==> src/pkg/sbh_pkg.sv <==
package sbh_pkg;

	// ************************************************
	// device register map and fields
	// ************************************************
	localparam logic [11:0] DEV_DATA_BUFFER   = 12'h241;
	localparam logic [11:0] DEV_CONTROL_ONE   = 12'h242;
	localparam logic [11:0] DEV_CONTROL_TWO   = 12'h243;
	localparam logic [11:0] DEV_STATUS        = 12'h243;

	localparam int CR2_MASTER_POS             = 7;
	localparam int CR2_TRANSMIT_POS           = 6;
	localparam int CR2_BUS_BUSY_POS           = 5;
	localparam int CR2_PENDING_POS            = 4;
	localparam int CR2_MODE_POS               = 2;

	localparam int CR1_START_POS              = 7;
	localparam int CR1_INHIBIT_POS            = 6;
	localparam int CR1_XFER_MODE_POS          = 4;
	localparam int CR1_CLK_SEL_POS            = 0;

	localparam int SR_BUS_BUSY_POS            = 5;
	localparam int SR_TRANSFER_ACTIVE_POS     = 3;
	localparam int SR_LAST_BIT_POS            = 0;

	localparam logic [1:0] MODE_PORT          = 2'h0;
	localparam logic [1:0] MODE_SYNC_SERIAL   = 2'h1;
	localparam logic [1:0] MODE_TWO_WIRE      = 2'h2;
	localparam logic [2:0] CLK_SEL_EXTERNAL   = 3'h7;

	// ************************************************
	// own apb registers
	// ************************************************
	localparam logic [11:0] APB_CTRL          = 12'h000;
	localparam logic [11:0] APB_DATA          = 12'h004;
	localparam logic [11:0] APB_STATUS        = 12'h008;

	localparam int CTRL_CMD_POS               = 0;
	localparam int CTRL_MODE_POS              = 4;
	localparam int CTRL_XFER_MODE_POS         = 6;
	localparam int CTRL_CLK_SEL_POS           = 8;
	localparam int CTRL_EXT_CLK_POS           = 12;

	localparam logic [2:0] CMD_STATUS_READ    = 3'h0;
	localparam logic [2:0] CMD_STOP           = 3'h1;
	localparam logic [2:0] CMD_RESTART        = 3'h2;
	localparam logic [2:0] CMD_SET_MODE       = 3'h3;
	localparam logic [2:0] CMD_XFER_START     = 3'h4;
	localparam logic [2:0] CMD_XFER_END       = 3'h5;
	localparam logic [2:0] CMD_DATA_WRITE     = 3'h6;
	localparam logic [2:0] CMD_DATA_READ      = 3'h7;

	// ************************************************
	// timing
	// ************************************************
	localparam int CLK_PERIOD_NS              = 25;
	localparam int RESTART_SETUP_NS           = 4700;
	localparam int RESTART_SETUP_CYC          =
		(RESTART_SETUP_NS + CLK_PERIOD_NS - 1) / CLK_PERIOD_NS;
	localparam int EXT_CLK_MAX_KHZ            = 1700;
	localparam int EXT_HALF_NS                = 1000000 / EXT_CLK_MAX_KHZ / 2;
	localparam int EXT_HALF_CYC               =
		(EXT_HALF_NS + CLK_PERIOD_NS - 1) / CLK_PERIOD_NS;

	typedef enum logic [4:0] {
		ST_IDLE      = 5'h00,
		ST_STOP_CHK  = 5'h01,
		ST_STOP_WR   = 5'h02,
		ST_STOP_WAIT = 5'h03,
		ST_RS_WR     = 5'h04,
		ST_RS_BB     = 5'h05,
		ST_RS_LRB    = 5'h06,
		ST_RS_DLY    = 5'h07,
		ST_MD_INH    = 5'h08,
		ST_MD_MODE   = 5'h09,
		ST_MD_CLK    = 5'h0a,
		ST_TX_GO     = 5'h0b,
		ST_END_WR    = 5'h0c,
		ST_END_POLL  = 5'h0d,
		ST_DW        = 5'h0e,
		ST_DR        = 5'h0f,
		ST_SR        = 5'h10
	} sbh_state_type;

endpackage : sbh_pkg

==> src/design/sbh_sync.sv <==
`timescale 1ns/10ps
`default_nettype none

module sbh_sync #(
	parameter int WIDTH = 2
) (
	// clock and reset
	input  wire logic             pclk,
	input  wire logic             presetn,
	// levels
	input  wire logic [WIDTH-1:0] async_in,
	output var  logic [WIDTH-1:0] sync_out
);

	logic [WIDTH-1:0] meta_r;

	always_ff @(posedge pclk or negedge presetn) begin
		if (!presetn) begin
			meta_r   <= '1;
			sync_out <= '1;
		end else begin
			meta_r   <= async_in;
			sync_out <= meta_r;
		end
	end

endmodule : sbh_sync

`default_nettype wire

==> src/design/sbh_host.sv <==
// Contract
// RULE_01 - stop: master,transmit,pending 1, busy 0
// RULE_02 - hold control bits until stop appears
// RULE_03 - device delays stop while clock held
// RULE_04 - device drops busy when clock rises
// RULE_05 - bus free means both pins high
// RULE_06 - restart: clear master,transmit,busy; set pending
// RULE_07 - restart polls busy 0, then last bit 1
// RULE_08 - wait 4.7 us before new start
// RULE_09 - mode change only while stopped and inhibited
// RULE_10 - data buffer accessed, never read-modify-write
// RULE_11 - mode field: port, serial, two-wire, reserved
// RULE_12 - bit count 000 before serial mode
// RULE_13 - control two low bits written 00
// RULE_14 - device offers seven internal clock rates
// RULE_15 - device waits for buffer access
// RULE_16 - select 111 uses external clock pin
// RULE_17 - external clock at most 1.7 MHz
// RULE_18 - data out leading, sampled trailing edge
// RULE_19 - leading edge is falling clock edge
// RULE_20 - trailing edge is rising clock edge
// RULE_21 - serial data least significant bit first
// RULE_22 - transfer flag clears when transfer done
// RULE_23 - shift flag reports shifting, zero after reset
//
// Register access over APB was left to the implementer.
`timescale 1ns/10ps
`default_nettype none

module sbh_host #(
	parameter int RESTART_CYC  = sbh_pkg::RESTART_SETUP_CYC,
	parameter int EXT_HALF     = sbh_pkg::EXT_HALF_CYC
) (
	// clock and reset
	input  wire logic        pclk,
	input  wire logic        presetn,
	// apb slave
	input  wire logic        psel,
	input  wire logic        penable,
	input  wire logic        pwrite,
	input  wire logic [11:0] paddr,
	input  wire logic [31:0] pwdata,
	output var  logic [31:0] prdata,
	output var  logic        pready,
	output var  logic        pslverr,
	// device register port
	output var  logic        dev_req,
	output var  logic        dev_we,
	output var  logic [11:0] dev_addr,
	output var  logic [7:0]  dev_wdata,
	input  wire logic [7:0]  dev_rdata,
	input  wire logic        dev_ack,
	// bus pins sensed as port inputs
	input  wire logic        scl_pin,
	input  wire logic        sda_pin,
	// serial clock pin, driven in external clock mode
	output var  logic        sck_out,
	output var  logic        sck_oe_n
);

	// ************************************************
	// pin synchronisers
	// ************************************************
	logic [1:0] pins_s;

	sbh_sync #(.WIDTH(2)) u_sync (
		.pclk     (pclk),
		.presetn  (presetn),
		.async_in ({scl_pin, sda_pin}),
		.sync_out (pins_s)
	);

	logic bus_free;
	assign bus_free = pins_s[1] & pins_s[0]; // RULE_05

	// ************************************************
	// apb registers
	// ************************************************
	logic        pready_r, pready_nxt;
	logic [31:0] prdata_r, prdata_nxt;
	logic        pslverr_r, pslverr_nxt;
	logic [1:0]  mode_r, mode_nxt;
	logic [1:0]  xmode_r, xmode_nxt;
	logic [2:0]  csel_r, csel_nxt;
	logic        ext_r, ext_nxt;
	logic [7:0]  wdata_r, wdata_nxt;
	logic        err_r, err_nxt;
	logic        cmd_go;
	logic [2:0]  cmd;
	logic        busy;
	logic [7:0]  dstat_r, dstat_nxt;
	logic [7:0]  rx_r, rx_nxt;
	sbh_pkg::sbh_state_type state_r, state_nxt;

	assign busy = (state_r != sbh_pkg::ST_IDLE);

	always_comb begin
		logic acc;
		logic mapped;
		acc         = psel & penable & pready_r;
		mapped      = (paddr == sbh_pkg::APB_CTRL) || (paddr == sbh_pkg::APB_DATA)
			|| (paddr == sbh_pkg::APB_STATUS);
		pready_nxt  = psel & penable & ~pready_r;
		prdata_nxt  = prdata_r;
		pslverr_nxt = 1'b0;
		mode_nxt    = mode_r;
		xmode_nxt   = xmode_r;
		csel_nxt    = csel_r;
		ext_nxt     = ext_r;
		wdata_nxt   = wdata_r;
		err_nxt     = err_r;
		cmd_go      = 1'b0;
		cmd         = pwdata[sbh_pkg::CTRL_CMD_POS +: 3];
		if (psel & penable & ~pready_r) begin
			pslverr_nxt = ~mapped;
			unique case (paddr)
				sbh_pkg::APB_CTRL: prdata_nxt = {19'h0, ext_r, 1'b0, csel_r,
					xmode_r, mode_r, 4'h0};
				sbh_pkg::APB_DATA: prdata_nxt = {24'h0, wdata_r};
				sbh_pkg::APB_STATUS: prdata_nxt = {8'h0, rx_r, dstat_r, 4'h0,
					pins_s[0], pins_s[1], bus_free, busy} | {29'h0, err_r, 2'h0};
				default: prdata_nxt = 32'h0;
			endcase
		end
		if (acc && pwrite && paddr == sbh_pkg::APB_CTRL) begin
			if (busy) begin
				err_nxt = 1'b1;
			end else begin
				cmd_go    = 1'b1;
				err_nxt   = 1'b0;
				mode_nxt  = pwdata[sbh_pkg::CTRL_MODE_POS +: 2]; // RULE_11
				xmode_nxt = pwdata[sbh_pkg::CTRL_XFER_MODE_POS +: 2];
				csel_nxt  = pwdata[sbh_pkg::CTRL_CLK_SEL_POS +: 3];
				ext_nxt   = pwdata[sbh_pkg::CTRL_EXT_CLK_POS];
			end
		end
		if (acc && pwrite && paddr == sbh_pkg::APB_DATA && !busy) begin
			wdata_nxt = pwdata[7:0];
		end
	end

	always_ff @(posedge pclk or negedge presetn) begin
		if (!presetn) begin
			pready_r  <= 1'b0;
			prdata_r  <= 32'h0;
			pslverr_r <= 1'b0;
			mode_r    <= 2'h0;
			xmode_r   <= 2'h0;
			csel_r    <= 3'h0;
			ext_r     <= 1'b0;
			wdata_r   <= 8'h0;
			err_r     <= 1'b0;
		end else begin
			pready_r  <= pready_nxt;
			prdata_r  <= prdata_nxt;
			pslverr_r <= pslverr_nxt;
			mode_r    <= mode_nxt;
			xmode_r   <= xmode_nxt;
			csel_r    <= csel_nxt;
			ext_r     <= ext_nxt;
			wdata_r   <= wdata_nxt;
			err_r     <= err_nxt;
		end
	end

	assign pready  = pready_r;
	assign prdata  = prdata_r;
	assign pslverr = pslverr_r;

	// ************************************************
	// command sequencer
	// ************************************************
	logic        req_r, req_nxt;
	logic        we_r, we_nxt;
	logic [11:0] addr_r, addr_nxt;
	logic [7:0]  wd_r, wd_nxt;
	logic [15:0] dly_r, dly_nxt;

	function automatic logic [7:0] cr1_val(input logic start, input logic inh,
		input logic [1:0] xm, input logic [2:0] cs);
		cr1_val = 8'h0;
		cr1_val[sbh_pkg::CR1_START_POS]           = start;
		cr1_val[sbh_pkg::CR1_INHIBIT_POS]         = inh;
		cr1_val[sbh_pkg::CR1_XFER_MODE_POS +: 2]  = xm;
		cr1_val[sbh_pkg::CR1_CLK_SEL_POS +: 3]    = cs;
	endfunction : cr1_val

	function automatic logic [7:0] cr2_val(input logic master_select_bit, input logic pend,
		input logic [1:0] md);
		cr2_val = 8'h0; // RULE_13
		cr2_val[sbh_pkg::CR2_MASTER_POS]   = master_select_bit;
		cr2_val[sbh_pkg::CR2_TRANSMIT_POS] = master_select_bit;
		cr2_val[sbh_pkg::CR2_PENDING_POS]  = pend;
		cr2_val[sbh_pkg::CR2_MODE_POS +: 2] = md;
	endfunction : cr2_val

	always_comb begin
		logic       acc;
		logic       a_we;
		logic [11:0] a_addr;
		logic [7:0] a_data;
		acc       = 1'b1;
		a_we      = 1'b0;
		a_addr    = sbh_pkg::DEV_STATUS;
		a_data    = 8'h0;
		state_nxt = state_r;
		req_nxt   = req_r;
		we_nxt    = we_r;
		addr_nxt  = addr_r;
		wd_nxt    = wd_r;
		dly_nxt   = dly_r;
		dstat_nxt = dstat_r;
		rx_nxt    = rx_r;
		unique case (state_r)
			sbh_pkg::ST_IDLE: begin
				acc = 1'b0;
				if (cmd_go) begin
					unique case (cmd)
						sbh_pkg::CMD_STATUS_READ: state_nxt = sbh_pkg::ST_SR;
						sbh_pkg::CMD_STOP:        state_nxt = sbh_pkg::ST_STOP_CHK;
						sbh_pkg::CMD_RESTART:     state_nxt = sbh_pkg::ST_RS_WR;
						sbh_pkg::CMD_SET_MODE:    state_nxt = sbh_pkg::ST_MD_INH;
						sbh_pkg::CMD_XFER_START:  state_nxt = sbh_pkg::ST_TX_GO;
						sbh_pkg::CMD_XFER_END:    state_nxt = sbh_pkg::ST_END_WR;
						sbh_pkg::CMD_DATA_WRITE:  state_nxt = sbh_pkg::ST_DW;
						sbh_pkg::CMD_DATA_READ:   state_nxt = sbh_pkg::ST_DR;
					endcase
				end
			end
			sbh_pkg::ST_STOP_WR: begin
				a_we   = 1'b1;
				a_addr = sbh_pkg::DEV_CONTROL_TWO;
				a_data = cr2_val(1'b1, 1'b1, mode_r); // RULE_01
			end
			sbh_pkg::ST_STOP_WAIT: begin
				acc = 1'b0;
				if (bus_free) begin // RULE_02
					state_nxt = sbh_pkg::ST_IDLE;
				end
			end
			sbh_pkg::ST_RS_WR: begin
				a_we   = 1'b1;
				a_addr = sbh_pkg::DEV_CONTROL_TWO;
				a_data = cr2_val(1'b0, 1'b1, mode_r); // RULE_06
			end
			sbh_pkg::ST_RS_DLY: begin
				acc     = 1'b0;
				dly_nxt = dly_r - 16'h1;
				if (dly_r == 16'h0) begin // RULE_08
					state_nxt = sbh_pkg::ST_IDLE;
				end
			end
			sbh_pkg::ST_MD_INH: begin
				a_we   = 1'b1;
				a_addr = sbh_pkg::DEV_CONTROL_ONE;
				a_data = cr1_val(1'b0, 1'b1, 2'h0, 3'h0); // RULE_09 RULE_12
			end
			sbh_pkg::ST_MD_MODE: begin
				a_we   = 1'b1;
				a_addr = sbh_pkg::DEV_CONTROL_TWO;
				a_data = cr2_val(1'b0, 1'b0, mode_r); // RULE_11
			end
			sbh_pkg::ST_MD_CLK: begin
				a_we   = 1'b1;
				a_addr = sbh_pkg::DEV_CONTROL_ONE;
				a_data = cr1_val(1'b0, 1'b1, xmode_r, csel_r); // RULE_09
			end
			sbh_pkg::ST_TX_GO: begin
				a_we   = 1'b1;
				a_addr = sbh_pkg::DEV_CONTROL_ONE;
				a_data = cr1_val(1'b1, 1'b0, xmode_r, csel_r);
			end
			sbh_pkg::ST_END_WR: begin
				a_we   = 1'b1;
				a_addr = sbh_pkg::DEV_CONTROL_ONE;
				a_data = cr1_val(1'b0, 1'b0, xmode_r, csel_r);
			end
			sbh_pkg::ST_DW: begin
				a_we   = 1'b1;
				a_addr = sbh_pkg::DEV_DATA_BUFFER; // RULE_10
				a_data = wdata_r;
			end
			sbh_pkg::ST_DR: begin
				a_addr = sbh_pkg::DEV_DATA_BUFFER; // RULE_10
			end
			default: begin
				a_addr = sbh_pkg::DEV_STATUS;
			end
		endcase
		if (acc) begin
			if (!req_r) begin
				req_nxt  = 1'b1;
				we_nxt   = a_we;
				addr_nxt = a_addr;
				wd_nxt   = a_data;
			end else if (dev_ack) begin
				req_nxt = 1'b0;
				if (!we_r && state_r == sbh_pkg::ST_DR) begin
					rx_nxt = dev_rdata;
				end else if (!we_r) begin
					dstat_nxt = dev_rdata;
				end
				unique case (state_r)
					sbh_pkg::ST_STOP_CHK: state_nxt = dev_rdata[sbh_pkg::SR_BUS_BUSY_POS]
						? sbh_pkg::ST_STOP_WR : sbh_pkg::ST_IDLE; // RULE_01
					sbh_pkg::ST_STOP_WR:  state_nxt = sbh_pkg::ST_STOP_WAIT;
					sbh_pkg::ST_RS_WR:    state_nxt = sbh_pkg::ST_RS_BB;
					sbh_pkg::ST_RS_BB:    state_nxt = dev_rdata[sbh_pkg::SR_BUS_BUSY_POS]
						? sbh_pkg::ST_RS_BB : sbh_pkg::ST_RS_LRB; // RULE_07
					sbh_pkg::ST_RS_LRB: begin
						dly_nxt   = 16'(RESTART_CYC - 1);
						state_nxt = dev_rdata[sbh_pkg::SR_LAST_BIT_POS]
							? sbh_pkg::ST_RS_DLY : sbh_pkg::ST_RS_LRB; // RULE_07
					end
					sbh_pkg::ST_MD_INH:   state_nxt = sbh_pkg::ST_MD_MODE;
					sbh_pkg::ST_MD_MODE:  state_nxt = sbh_pkg::ST_MD_CLK;
					sbh_pkg::ST_END_WR:   state_nxt = sbh_pkg::ST_END_POLL;
					sbh_pkg::ST_END_POLL: state_nxt = dev_rdata[sbh_pkg::SR_TRANSFER_ACTIVE_POS]
						? sbh_pkg::ST_END_POLL : sbh_pkg::ST_IDLE; // RULE_22
					default:              state_nxt = sbh_pkg::ST_IDLE;
				endcase
			end
		end
	end

	always_ff @(posedge pclk or negedge presetn) begin
		if (!presetn) begin
			state_r <= sbh_pkg::ST_IDLE;
			req_r   <= 1'b0;
			we_r    <= 1'b0;
			addr_r  <= 12'h0;
			wd_r    <= 8'h0;
			dly_r   <= 16'h0;
			dstat_r <= 8'h0;
			rx_r    <= 8'h0;
		end else begin
			state_r <= state_nxt;
			req_r   <= req_nxt;
			we_r    <= we_nxt;
			addr_r  <= addr_nxt;
			wd_r    <= wd_nxt;
			dly_r   <= dly_nxt;
			dstat_r <= dstat_nxt;
			rx_r    <= rx_nxt;
		end
	end

	assign dev_req   = req_r;
	assign dev_we    = we_r;
	assign dev_addr  = addr_r;
	assign dev_wdata = wd_r;

	// ************************************************
	// external serial clock source
	// ************************************************
	logic        sck_r, sck_nxt;
	logic        oe_n_r, oe_n_nxt;
	logic [7:0]  div_r, div_nxt;

	always_comb begin
		logic run;
		run      = ext_r && csel_r == sbh_pkg::CLK_SEL_EXTERNAL; // RULE_16
		oe_n_nxt = ~run;
		sck_nxt  = sck_r;
		div_nxt  = div_r;
		if (!run) begin
			sck_nxt = 1'b1;
			div_nxt = 8'h0;
		end else if (div_r == 8'(EXT_HALF - 1)) begin // RULE_17
			div_nxt = 8'h0;
			sck_nxt = ~sck_r; // RULE_19 RULE_20
		end else begin
			div_nxt = div_r + 8'h1;
		end
	end

	always_ff @(posedge pclk or negedge presetn) begin
		if (!presetn) begin
			sck_r  <= 1'b1;
			oe_n_r <= 1'b1;
			div_r  <= 8'h0;
		end else begin
			sck_r  <= sck_nxt;
			oe_n_r <= oe_n_nxt;
			div_r  <= div_nxt;
		end
	end

	assign sck_out  = sck_r;
	assign sck_oe_n = oe_n_r;

endmodule : sbh_host

`default_nettype wire

==> config.mk <==
export PLATFORM = sky130hd
export DESIGN_NAME = sbh_host
export DESIGN_NICKNAME = d
export VERILOG_FILES = /design/src/pkg/sbh_pkg.sv /design/src/design/sbh_sync.sv /design/src/design/sbh_host.sv
export SDC_FILE = /design/constraint.sdc
export NUM_CORES = 1
export LEC_CHECK = 0
export BUFFER_PORTS_ARGS = -buffer_cell sky130_fd_sc_hd__buf_4
export CORE_MARGIN = 4
export CORE_UTILIZATION = 58
export CTS_BUF_LIST = sky130_fd_sc_hd__clkbuf_16
export DETAILED_ROUTE_END_ITERATION = 7
export PLACE_DENSITY_LB_ADDON = 0.1
export SYNTH_ARGS = -nofsm -noshare
export SYNTH_HDL_FRONTEND = slang
export SYNTH_SLANG_ARGS = --single-unit
==> constraint.sdc <==
create_clock -name pclk -period 4.36 [get_ports pclk]
set_input_delay 0.872 -clock pclk [delete_from_list [all_inputs] [get_ports pclk]]
set_output_delay 0.872 -clock pclk [all_outputs]
set_load 0.01 [all_outputs]
==> key figures <==
Power
  – Power per Cell Area: between 300 and 400 nW/µm²
  – Reg power frac: 0.519
  – Combinational share of power: 0.122
  – Clock power share: 0.358
  – Switch share: 0.276
  – Static Leakage: 2.85 nW
  – Net Sw Power: 630 µW
  – Internal power: 1.65 mW
  – Worst IR Drop VDD: ~0.21 mV

Place
  – Hpwl dp: 8400 µm
  – Routability cong.: about 0.87
  – # port buffers: 81
  – Placed instance area: ~5600 µm²

Drt
  – DRC viols: 0
  – Total routed wirelength: 11,600 µm
  – Pre-antenna DRT Iters: 5
  – Via count: 3,791
  – Drt wl/cell: 18.0 µm
  – 1st-iter DRT viols: 148
  – Routed Antenna Nets: 0
  – Vias per inst: approximately 5.9

Setup path
  – Worst Path Required: approximately 4.6 ns
  – Worst-path maximum fanout: 23
  – CP Class: flip-flop to flip-flop
  – R2R Path End: dly_r[12]$_DFF_PN0_
  – R2r startpoint: state_r[2]$_DFF_PN0_
  – Reg2Reg Setup Slack: 1.39 ns
  – Reg2Reg Depth: 5
  – Endpoint arrival time on the critical path: between 3 and 4 ns
  – CP startpoint kind: flip-flop
  – CP Capture Type: flip-flop

Min path
  – Hold endpoint: u_sync.sync_out[0]$_DFF_PN1_
  – Hold Path Depth: 0
  – Hold Path Origin: u_sync.meta_r[0]$_DFF_PN1_
  – Worst min path class: flip-flop to flip-flop

Floorplanning
  – DIE AREA: 10,200 µm²
  – Die height: around 100 µm
  – Initial core utilization: 0.603
  – Die X: 101 µm
  – Io pins: 118
  – FP Rows: 33
  – Core area: 8300 µm²

Timing
  – Tcrit/Tclk final: 0.682
  – Clock skew: 0.00910 ns
  – Fmax: between 0.3 and 0.4 GHz
  – Total negative setup slack: 0 ns
  – Final setup fails: 0
  – Final hold violation count: 0
  – Crit path time final: 2.97 ns
  – RSZ-0062 raised after global routing: false
  – Slew headroom: 0.295
  – Pins Over Slew Limit: 0
  – Tightest Pin Transition: 1.05 ns

Global routing
  – Total GRT Usage: 0.242
  – First-pass GRT wire length: roughly 19,000 µm
  – Initial antenna violation count: 0
  – GRT overflow: 0
  – Number of global-route vias before repair: 3,795
  – Largest net degree at the start of global routing: 48

Logic synthesis
  – Yosys warns: 0
  – Post-Synthesis Cell Area: 5000 µm²
  – EDFF count, synth: 0
  – Post-synth top area share: 0.505
  – Number of distinct library cells after synthesis: 55
  – Post-synth top area cell: dfrtp_1
  – Synth Flop Type: dfrtp_1
  – Area contributors post-synth: dfrtp_1 51%, mux2_2 5.2%, a22o_1 4.7%
  – Async SR Flop Fraction: 1.00
  – Mean post-synth cell area: roughly 11 µm²
  – Post-synthesis sequential area ratio: 0.537
  – Register bit total from synthesis: 107
  – Mapped Cells: approximately 460

Clocking
  – Post-CTS setup buffers: 0
  – CTS tree: done
  – Post-cts resize count: 0
  – H-tree depth: 3
  – CTS max path bufs: 2
  – Clk Latency, worst-skew pair: 0.35 ns
  – Post-CTS Hold Buffers: 0
  – CTS sink cnt: 107
  – Root Driver: clkbuf_16
  – CTS clk-pin slew, worst paths: 0.08 ns
  – CTS buffer count: 9

Finish
  – Filler cells: 630
  – Fin nets: 598
  – Design area: 5930 µm²
  – ANT cells: 0
  – Flip-flop and latch area: 2690 µm²
  – Share of cells above drive strength 1: 0.261
  – Synthesis-to-finish area growth: 18.4%
  – Commonest non-fill, non-tap cell in the layout: dfrtp_1
  – Area occupied by multi-input gates: 2130 µm²
  – Leading cell types in the layout, fill and taps excluded: 101 x dfrtp_1, 85 x buf_4, 40 x nor2_1, 38 x nand2_1, 27 x a22o_1

Flow run
  – Max_cap viols: 0

Run status
  – Status: finished, final reports clean
[state kept, by name (all words and copies together), names as in the netlist]
name and count:
dly_r 16, pslverr 1, prdata 24, dstat_r 8, dev_wdata 8, csel_r 3
dev_req 1, pready 1, state_r 5, u_sync.meta_r 2, sck_oe_n 1, u_sync.sync_out 2
xmode_r 2, ext_r 1, wdata_r 8, err_r 1, sck_out 1, mode_r 2
rx_r 8, div_r 8, dev_we 1, dev_addr 3
[Yosys cell counts (all sizes together) (5+ instances only)]
master,instances
a21o,6
a21oi,10
a22o,27
and3,5
buf,21
clkbuf,14
dfrtp,101
dfstp,6
ha,6
inv,11
mux2,30
mux2i,6
nand2,38
nand2b,7
nand3,14
nand4,5
nor2,40
nor2b,6
nor3,7
nor4,7
o21ai,20
xor2,13
[routing by layer]
metal / part of all wire / up-vias / GRT usage
met4: 0.014 / 0 / 0.0798
met3: 0.055 / 13 / 0.0318
met5: 0 / - / 0
met1: 0.42 / 1923 / 0.333
li1: - / 1751 / -
met2: 0.51 / 104 / 0.397
[kinds of logic after synthesis]
kind of cell,Yosys count,synth area share
other,1,0.000749
XOR/XNOR,17,0.0298
AND/OR/NAND/NOR,147,0.144
multiplexers,36,0.0848
adder cells (fa/ha/maj),6,0.0150
AO/OA/AOI/OAI,96,0.140
flip-flops,107,0.537
buffers and inverters,46,0.0493
[metrics by stage]
step | utilization | worst slack, ns | hold slack [ns] | cells | power [mW]
finish | 0.714 | 1.39 | 0.359 | 642 | 2.28
floorplan | - | 1.89 | 0.345 | 471 | 1.35
detailed placement | 0.678 | 1.33 | 0.347 | 626 | 1.48
CTS | 0.714 | 1.35 | 0.358 | 642 | 2.29
global route | 0.714 | 1.03 | 0.363 | 642 | 2.39
global placement | 0.678 | 1.41 | 0.349 | 626 | 1.47
[worst max-delay path by stage]
stage,endpoint,from,slack (ns),cells past startpoint
3_5_place_dp,prdata[20]$_DFFE_PN0P_,paddr[7],1.33,7
4_1_cts,dly_r[12]$_DFF_PN0_,state_r[2]$_DFF_PN0_,1.35,5
5_1_grt,dly_r[12]$_DFF_PN0_,state_r[2]$_DFF_PN0_,1.03,5
3_3_place_gp,prdata[20]$_DFFE_PN0P_,paddr[7],1.41,7
2_1_floorplan,prdata[15]$_DFFE_PN0P_,paddr[7],1.89,7
6_report,dly_r[12]$_DFF_PN0_,state_r[2]$_DFF_PN0_,1.39,5
[critical path: stages (launching register included)]
cell	delay, ns
dfrtp_1	0.79
nand3b_1	0.43
nor4_1	0.92
nand2_1	0.25
nor4_1	0.30
mux2i_1	0.22
[layout make-up]
| type | instances | area share |
|---|---|---|
| clock buffer | 9 | 0.0380 |
| multi-input combinational | 318 | 0.359 |
| tap | 105 | 0.0222 |
| timing repair buffer | 85 | 0.108 |
| clock inverter | 7 | 0.0129 |
| sequential | 107 | 0.453 |
| inverter | 11 | 0.00697 |
[power groups by stage]
| stage | Sequential, mW | Combinational [mW] | Clock [mW] |
|---|---|---|---|
| after global routing | 1.20 | 0.314 | 0.875 |
| after global placement | 1.20 | 0.270 | 0 |
| after CTS | 1.18 | 0.283 | 0.827 |
| after detailed placement | 1.20 | 0.281 | 0 |
| final | 1.18 | 0.279 | 0.817 |
| after floorplan | 1.19 | 0.161 | 0 |
(Power assumes the default switching activity.)
